`src/hw/psp_pkg.sv`:
```
// constants and carrier types for the usb port power protection controller
`default_nettype none
package psp_pkg;
   // ***********************************
   // clock and timing
   // ***********************************
   localparam int unsigned CLK_HZ = 50_000_000;
   localparam int unsigned LD_ASSERT_MS = 210;   // load detect qualification time
   localparam int unsigned LD_RELEASE_S = 3;     // load detect release time
   localparam int unsigned MODE_DISCH_MS = 10;   // mode change discharge time
   localparam int unsigned LD_ASSERT_CYC = LD_ASSERT_MS * (CLK_HZ / 1000);
   localparam int unsigned LD_RELEASE_CYC = LD_RELEASE_S * CLK_HZ;
   localparam int unsigned MODE_DISCH_CYC = MODE_DISCH_MS * (CLK_HZ / 1000);
   localparam int unsigned CNT_W = 32;

   // ***********************************
   // mode codes (select a, select b)
   // ***********************************
   localparam logic [1:0] MODE_CLIENT = 2'h0;
   localparam logic [1:0] MODE_STD = 2'h1;
   localparam logic [1:0] MODE_LOW_STD = 2'h2;   // low_limit_standard_port_mode
   localparam logic [1:0] MODE_CHARGE = 2'h3;
   localparam logic [1:0] MODE_RST = MODE_CLIENT;

   // ***********************************
   // sequencer states
   // ***********************************
   typedef enum logic [1:0] {
      ST_RUN = 2'b01,
      ST_DISCH = 2'b10
   } psp_state_t;

   // ***********************************
   // analog comparator results
   // ***********************************
   typedef struct packed {
      logic vout_above_6v0;
      logic vout_above_6v95;
      logic connector_data_plus_ov;
      logic connector_data_minus_ov;
      logic undervoltage_lockout;
      logic overcurrent;       // load above selected current limit
      logic temp_above_135;
      logic temp_above_155;
      logic temp_cooled;       // die cooled by hysteresis below trip
      logic load_above_assert; // load above low limit plus offset
      logic load_below_release; // load below low limit minus offset
   } psp_sense_t;

   // ***********************************
   // output discharge selection
   // ***********************************
   typedef struct packed {
      logic r500;
      logic r55k;
      logic r80k;
   } psp_disch_t;
   localparam psp_disch_t DISCH_NONE = 3'h0;
endpackage
`default_nettype wire
```
`src/hw/psp_ctrl.sv`:
```
// control and protection sequencer of the usb port power switch
`default_nettype none
module psp_ctrl #(
   parameter int unsigned ASSERT_CYC = psp_pkg::LD_ASSERT_CYC,
   parameter int unsigned RELEASE_CYC = psp_pkg::LD_RELEASE_CYC,
   parameter int unsigned DISCH_CYC = psp_pkg::MODE_DISCH_CYC
) (
   // clock and reset
   input wire logic ref_clk_i,
   input wire logic rstn_i,
   // control pins
   input wire logic input_supply_present_i,
   input wire logic enable_i,
   input wire logic mode_select_a_i,
   input wire logic mode_select_b_i,
   input wire logic overvoltage_threshold_select_i,
   // analog comparator results
   input wire psp_pkg::psp_sense_t sense_i,
   // switch controls
   output logic power_switch_on_o,
   output logic constant_current_o,
   output logic high_current_limit_o,
   output logic data_switch_on_o,
   output logic data_discharge_on_o,
   output psp_pkg::psp_disch_t out_discharge_o,
   // status pins
   output logic load_detect_o,
   output logic fault_out_o,
   output logic fault_oe_o
);
   import psp_pkg::*;

   // ***********************************
   // declarations
   // ***********************************
   psp_state_t state_reg, state_next;
   logic [1:0] mode_reg, mode_next;
   logic [CNT_W-1:0] disch_cnt_reg, disch_cnt_next;
   logic [CNT_W-1:0] asrt_cnt_reg, asrt_cnt_next;
   logic [CNT_W-1:0] rel_cnt_reg, rel_cnt_next;
   logic ld_reg, ld_next;
   logic thermal_reg, thermal_next;
   logic pwr_reg, pwr_next;
   logic cc_reg, cc_next;
   logic hi_reg, hi_next;
   logic dsw_reg, dsw_next;
   logic ddis_reg, ddis_next;
   psp_disch_t odis_reg, odis_next;
   logic [1:0] mode_in;
   logic bus_ov, data_ov, mode_skip;

   // true for a direct step between codes 10 and 11
   function automatic logic skip_pair(input logic [1:0] a, input logic [1:0] b);
      skip_pair = (a[1] & b[1]) & (a[0] ^ b[0]);
   endfunction

   // ***********************************
   // condition decode
   // ***********************************
   assign mode_in = {mode_select_a_i, mode_select_b_i};
   assign bus_ov = overvoltage_threshold_select_i ? sense_i.vout_above_6v95
                                                  : sense_i.vout_above_6v0;
   assign data_ov = sense_i.connector_data_plus_ov | sense_i.connector_data_minus_ov;
   assign mode_skip = skip_pair(mode_reg, mode_in);

   // mode change sequencer
   always_comb begin
      state_next = state_reg;
      mode_next = mode_reg;
      disch_cnt_next = disch_cnt_reg;
      case (state_reg)
         ST_RUN: begin
            if (mode_in != mode_reg) begin
               mode_next = mode_in;
               disch_cnt_next = '0;
               if (!mode_skip) begin
                  state_next = ST_DISCH;
               end
            end
         end
         ST_DISCH: begin
            if (mode_in != mode_reg) begin
               mode_next = mode_in;
               disch_cnt_next = '0;
            end else if (disch_cnt_reg == CNT_W'(DISCH_CYC - 1)) begin
               state_next = ST_RUN;
            end else begin
               disch_cnt_next = disch_cnt_reg + 1'b1;
            end
         end
         default: begin
            state_next = ST_RUN;
         end
      endcase
   end

   always_ff @(posedge ref_clk_i or negedge rstn_i) begin
      if (!rstn_i) begin
         state_reg <= ST_RUN;
         mode_reg <= MODE_RST;
         disch_cnt_reg <= '0;
      end else begin
         state_reg <= state_next;
         mode_reg <= mode_next;
         disch_cnt_reg <= disch_cnt_next;
      end
   end

   // thermal trip, switch and discharge selection
   always_comb begin
      thermal_next = thermal_reg;
      if (sense_i.temp_above_155 || (sense_i.temp_above_135 && cc_reg)) begin
         thermal_next = 1'b1;
      end else if (sense_i.temp_cooled) begin
         thermal_next = 1'b0;
      end
      pwr_next = input_supply_present_i && !sense_i.undervoltage_lockout
                 && enable_i && (mode_reg != MODE_CLIENT) && !bus_ov
                 && !data_ov && !thermal_next && (state_next == ST_RUN);
      cc_next = pwr_next && sense_i.overcurrent;
      hi_next = (mode_reg == MODE_CHARGE);
      dsw_next = enable_i && !data_ov && (state_next == ST_RUN);
      ddis_next = data_ov;
      odis_next = DISCH_NONE;
      if (!input_supply_present_i) begin
         odis_next.r80k = bus_ov;
      end else if (!enable_i || state_next == ST_DISCH) begin
         odis_next.r500 = 1'b1;
      end else begin
         odis_next.r55k = bus_ov;
      end
   end

   always_ff @(posedge ref_clk_i or negedge rstn_i) begin
      if (!rstn_i) begin
         thermal_reg <= 1'b0;
         pwr_reg <= 1'b0;
         cc_reg <= 1'b0;
         hi_reg <= 1'b0;
         dsw_reg <= 1'b0;
         ddis_reg <= 1'b0;
         odis_reg <= DISCH_NONE;
      end else begin
         thermal_reg <= thermal_next;
         pwr_reg <= pwr_next;
         cc_reg <= cc_next;
         hi_reg <= hi_next;
         dsw_reg <= dsw_next;
         ddis_reg <= ddis_next;
         odis_reg <= odis_next;
      end
   end

   // load detect qualification timers
   always_comb begin
      asrt_cnt_next = '0;
      rel_cnt_next = '0;
      ld_next = ld_reg;
      if (mode_reg != MODE_CHARGE) begin
         ld_next = 1'b0;
      end else if (!ld_reg) begin
         if (sense_i.load_above_assert) begin
            if (asrt_cnt_reg == CNT_W'(ASSERT_CYC - 1)) begin
               ld_next = 1'b1;
            end else begin
               asrt_cnt_next = asrt_cnt_reg + 1'b1;
            end
         end
      end else if (sense_i.load_below_release) begin
         if (rel_cnt_reg == CNT_W'(RELEASE_CYC - 1)) begin
            ld_next = 1'b0;
         end else begin
            rel_cnt_next = rel_cnt_reg + 1'b1;
         end
      end
   end

   always_ff @(posedge ref_clk_i or negedge rstn_i) begin
      if (!rstn_i) begin
         asrt_cnt_reg <= '0;
         rel_cnt_reg <= '0;
         ld_reg <= 1'b0;
      end else begin
         asrt_cnt_reg <= asrt_cnt_next;
         rel_cnt_reg <= rel_cnt_next;
         ld_reg <= ld_next;
      end
   end

   // ***********************************
   // outputs
   // ***********************************
   assign power_switch_on_o = pwr_reg;
   assign constant_current_o = cc_reg;
   assign high_current_limit_o = hi_reg;
   assign data_switch_on_o = dsw_reg;
   assign data_discharge_on_o = ddis_reg;
   assign out_discharge_o = odis_reg;
   assign load_detect_o = ld_reg;
   assign fault_out_o = 1'b0;
   assign fault_oe_o = thermal_reg;
endmodule
`default_nettype wire

```
`config.mk`:
```
export PLATFORM = sky130hd
export DESIGN_NAME = psp_ctrl
export DESIGN_NICKNAME = d
export VERILOG_FILES = /design/src/hw/psp_pkg.sv /design/src/hw/psp_ctrl.sv
export SDC_FILE = /design/constraint.sdc
export NUM_CORES = 1
export LEC_CHECK = 0
export BUFFER_PORTS_ARGS = -buffer_cell sky130_fd_sc_hd__buf_2
export CAP_MARGIN = 30
export CORE_UTILIZATION = 58
export CTS_CLUSTER_SIZE = 14
export DETAILED_ROUTE_END_ITERATION = 10
export PLACE_DENSITY_LB_ADDON = 0.15
export SYNTH_ARGS = -nofsm -noshare
export SYNTH_HDL_FRONTEND = slang
export SYNTH_SLANG_ARGS = --single-unit
```
`constraint.sdc`:
```
create_clock -name ref_clk_i -period 3.35 [get_ports ref_clk_i]
set_input_delay 0.67 -clock ref_clk_i [delete_from_list [all_inputs] [get_ports ref_clk_i]]
set_output_delay 0.67 -clock ref_clk_i [all_outputs]
set_load 0.03 [all_outputs]
```
Word-level counts from Yosys, hierarchy flattened
Cells that the tools add are included.
- flip-flop bits (word level): 110
- output and inout port bits: 11
- logic and storage cells: 87
- input port bits: 18
- multiplexer cells: 30
- add/sub/neg operators: 3
- reductions and logical operators: 23
- bitwise logic cells: 4
- eq/ne operators: 12
- operator list (cell ; number):
    two-way mux 32 bit ; 11
    adder 32 x 1 -> 32 bit (second input constant) ; 3
    case mux 32 bit (2 select lines) ; 1
    == test 32 x 19 -> 1 bit (second input constant) ; 1
    == test 32 x 24 -> 1 bit (second input constant) ; 1
    == test 32 x 28 -> 1 bit (second input constant) ; 1
    two-way mux 1 bit ; 12
    logical AND 1 bit ; 11
    two-way mux 2 bit ; 5
    == test 2 bit (second input constant) ; 3
    zero test 1 bit ; 5
    == test 2 x 1 -> 1 bit (second input constant) ; 2
    != test 2 bit (second input constant) ; 2
    case mux 2 bit (2 select lines) ; 1
    nonzero test 2 bit ; 2
    != test 3 bit (second input constant) ; 1
    AND reduction 3 bit ; 1
    AND 1 bit ; 2
    logical OR 1 bit ; 2
    != test 2 bit ; 1
    AND reduction 2 bit ; 1
    OR reduction 2 bit ; 1
    OR 1 bit ; 1
    XOR 1 bit ; 1

Logic depth before layout (Yosys ltp)
- word-level depth: 9
- depth in mapped cells: 8
- mapped depth without buffers: 7

Worst setup path before layout
No wires, ideal clock.
- path kind: input-to-reg
- from: input mode_select_a_i
- to: register disch_cnt_reg[20]
- stages on the path: 8
- data arrival time: 2.005 ns
- required time: 3.268 ns
- setup slack: 1.263 ns
- setup time: 0.082 ns
- path buffers: 2
- cell sequence: ha_1 > inv_1 > and3_1 > buf_2 > o211a_1 > buf_2 > a21oi_1 > a31oi_1
- word-level cells in the longest chain between the ends: 3
- elaborated cells on any way between the ends: 6
- classes of those cells: 3 x eq/ne; 2 x mux; 1 x reduce/logical
- ends and longest elaborated chain (item ; RTL line ; RTL):
    start, declared ; psp_ctrl.sv:14 ; input wire logic mode_select_a_i,
    != test 2 bit (*) ; psp_ctrl.sv:73, psp_ctrl.sv:82 ;
    != test 3 bit (no source line), or another cell as far along ; -- ;
    AND reduction 3 bit (no source line) or case mux 32 bit (2 select lines) (tied branches) ; -- ;
    end signal, assigned ; psp_ctrl.sv:105 ; disch_cnt_reg <= disch_cnt_next;
    end, declared ; psp_ctrl.sv:38 ; logic [CNT_W-1:0] disch_cnt_reg, disch_cnt_next;
Mark *: on every way between the ends. The rest lies on a longest branch, timed or not.
A chain may end at the register's enable or synchronous reset.

Worst setup path in the final report
- from: register disch_cnt_reg[0]
- to: register disch_cnt_reg[24]
- word-level cells in the longest chain between the ends: 4
- elaborated cells on any way between the ends: 7
- classes of those cells: 1 x add/sub; 2 x eq/ne; 3 x mux; 1 x reduce/logical
- ends and longest elaborated chain (item ; RTL line ; RTL):
    adder 32 x 1 -> 32 bit ; psp_ctrl.sv:88 ; disch_cnt_next = disch_cnt_reg + 1'b1;
    two-way mux 32 bit ; psp_ctrl.sv:85 ; end else if (disch_cnt_reg == CNT_W'(DISCH_CYC - 1)) begin
    two-way mux 32 bit ; psp_ctrl.sv:82 ; if (mode_in != mode_reg) begin
    case mux 32 bit (2 select lines) ; psp_ctrl.sv:71 ; case (state_reg)
Parallel ways exist; a longest one is shown, timed or not. The select of a mux whose other input is x is not followed.

==> reports/metrics.yaml <==
globalRouteMet1Util_pct: 35.4
fmax_mhz: 400
pin_count: 29
syn_inst: 663
die_y_um: 105
slowest_stage: "nor3_1"
synth_flop_cell: "dfrtp_1"
antenna_cells: 0
die_width_um: 105
synth_nets: 687
seq_area_mm2: 0.00275
rsz0062_at_grt: "false"
cts_setup_buffers: 0
setup_tns_ns: 0
worstSetupEndpointType: "flip-flop"
cp_common_cell: "nand3_1"
cts-root-buf: "clkbuf_8"
ys_seq_elements: 110
wl_per_cell_um: 16.7
yosysTopAreaCell: "dfrtp_1"
path_cells: "ha_1, nand4_1, nor3_1, nand3_1, or4_1, nand3_1"
crit_arrival_ns: 2.84
nets: 703
hold_path.class: "primary input to asynchronous set/reset pin"
drc: 0
yosys_warnings: 0
place.gp.congestion: 0.887
syn_avg_cell_area_um2: 9.21
async_flop_share_pct: 100
layout_min_cycle_time_ns: 2.50
port_buffers: 27
use_met2_pct: 42.4
ant_nets: 0
synth_area_leaders: "dfrtp_1 45%, nor2_1 5.8%, nand3_1 4.4%"
worst_clock_skew_ns: 0.0119
crit_path_start_kind: "flip-flop"
peakVddDrop_mv: 0.409
cts_buffer_depth: 2
critPathKind: "flip-flop to flip-flop"
cts_tree: "yes"
power.density_mw_per_mm2: 453
critPathRequiredTime_ns: 3.69
drive_gt1_share_pct: 10.5
synth_top_cells_by_count: "109 x dfrtp_1, 94 x nor2_1, 54 x nand3_1"
synth_area_mm2: 0.00611
cp_max_fo: 6
vias_per_cell: 6.20
synth_most_common_cell: "dfrtp_1"
finalMaxSlewViolations: 0
cts_sinks: 110
num_rows: 37
clock_latency_ns: 0.40
seq_area_frac_synth_pct: 45.1
drt_iter0_drc: 372
fin_crit_sh_pct: 74.6
fillCellCount: 901
area_growth_pct: 7.07
tightest_slew_ns: 0.957
cts_buffers: 9
firstDrtPassIters: 4
synth_enable_flop_cells: 0
run_status: "finished, final reports clean"
cts_resized: 0
relSlewSlack_pct: 35.6
ctsHoldBuffers: 0
final_util_pct: 63.6
maxCapViolCount: 0
drt-total-wl_um: 13700
initial_utilization_pct: 59.4
crit_buf_inv: 0
grt_pass1_wl_um: 23300
clk_pin_slew_ns: 0.11
dieArea_mm2: 0.0109
multi_input_area_mm2: 0.00313
grt-ovfl-total: 0
grt_pass1_vias: 4893
htree_levels: 3
setup_viol: 0
met3_usage_pct: 5.99
ys_types: 67
synth_top_cell_area_share_pct: 44.7
vias: 5085
finalHoldViolCount: 0
critPathMaxStageDelay_ns: 0.75
dpl.hpwl_um: 9630
crit_family: "simple AND/OR/NAND/NOR gates"
grt_max_degree: 60
antenna_found_initial: 0
core_mm2: 0.0103
p_leak_nw: 2.56
grt_usage_pct: 26.5
busiest_layer: "met2"
[final timing paths]
path | startpoint | end | slack [ns] | cells after the start
setup / recovery | disch_cnt_reg[0]$_DFFE_PN0P_ | disch_cnt_reg[24]$_DFFE_PN0P_ | 0.85 | 6
hold / removal | rstn_i | rel_cnt_reg[19]$_DFF_PN0_ | 0.12 | 1
setup reg to reg | disch_cnt_reg[0]$_DFFE_PN0P_ | disch_cnt_reg[24]$_DFFE_PN0P_ | 0.85 | 6
hold reg to reg | rel_cnt_reg[0]$_DFF_PN0_ | rel_cnt_reg[0]$_DFF_PN0_ | 0.49 | 1
max in group asynchronous | rstn_i | state_reg[0]$_DFF_PN1_ | 2.46 | 2
min in group ref_clk_i | input_supply_present_i | out_discharge_o[0]$_DFF_PN0_ | 0.47 | 2
[power breakdown]
part | total (mW) | switching (mW) | leakage (nW) | internal (mW)
Clock | 0.865 | 0.500 | 0.105 | 0.364
Sequential | 1.42 | 0.0421 | 1.52 | 1.38
Combinational | 0.681 | 0.462 | 0.933 | 0.219
Total | 2.97 | 1.00 | 2.56 | 1.96
[layout by cell type, fill, tap and decap left out, types with 19 or more instances in the layout]
cell and count:
nand2_1 51, inv_1 19, nand4_1 32, nor2_1 94
nor4_1 26, xnor2_1 30, xor2_1 27, dfrtp_1 109
buf_2 26, nand3_1 54
[stage by stage]
step | instances | worst slack, ns | hold slack (ns) | area, um^2 | power (mW)
floorplan | 663 | 1.26 | 0.374 | 6110 | 1.94
global placement | 803 | 0.831 | 0.466 | 6320 | 2.11
detailed placement | 803 | 0.837 | 0.479 | 6320 | 2.12
CTS | 819 | 0.921 | 0.113 | 6540 | 2.99
global route | 820 | 0.736 | 0.119 | 6540 | 3.10
finish | 820 | 0.852 | 0.124 | 6540 | 2.97
[cell families after synthesis]
family	Yosys count	synth area share [%]
flops	110	45.1
buf+inv	49	3.73
xor+xnor	58	8.44
fa+ha+maj	6	1.23
other cells	1	0.0614
simple gates	348	30.5
compound gates	82	9.46
mux	9	1.52
[layout make-up]
| type | count | area share [%] |
|---|---|---|
| Multi-Input combinational cell | 504 | 47.8 |
| Clock inverter | 7 | 1.32 |
| Tap cell | 136 | 2.60 |
| Timing Repair Buffer | 35 | 3.18 |
| Sequential cell | 110 | 42.1 |
| Inverter | 19 | 1.09 |
| Clock buffer | 9 | 1.89 |
[metal layers]
metal | up-vias | wire, um
met1 | 2459 | 6200
met2 | 153 | 6540
met5 | - | 0
met3 | 25 | 732
met4 | 0 | 239
li1 | 2448 | -
(Power assumes the default switching activity.)
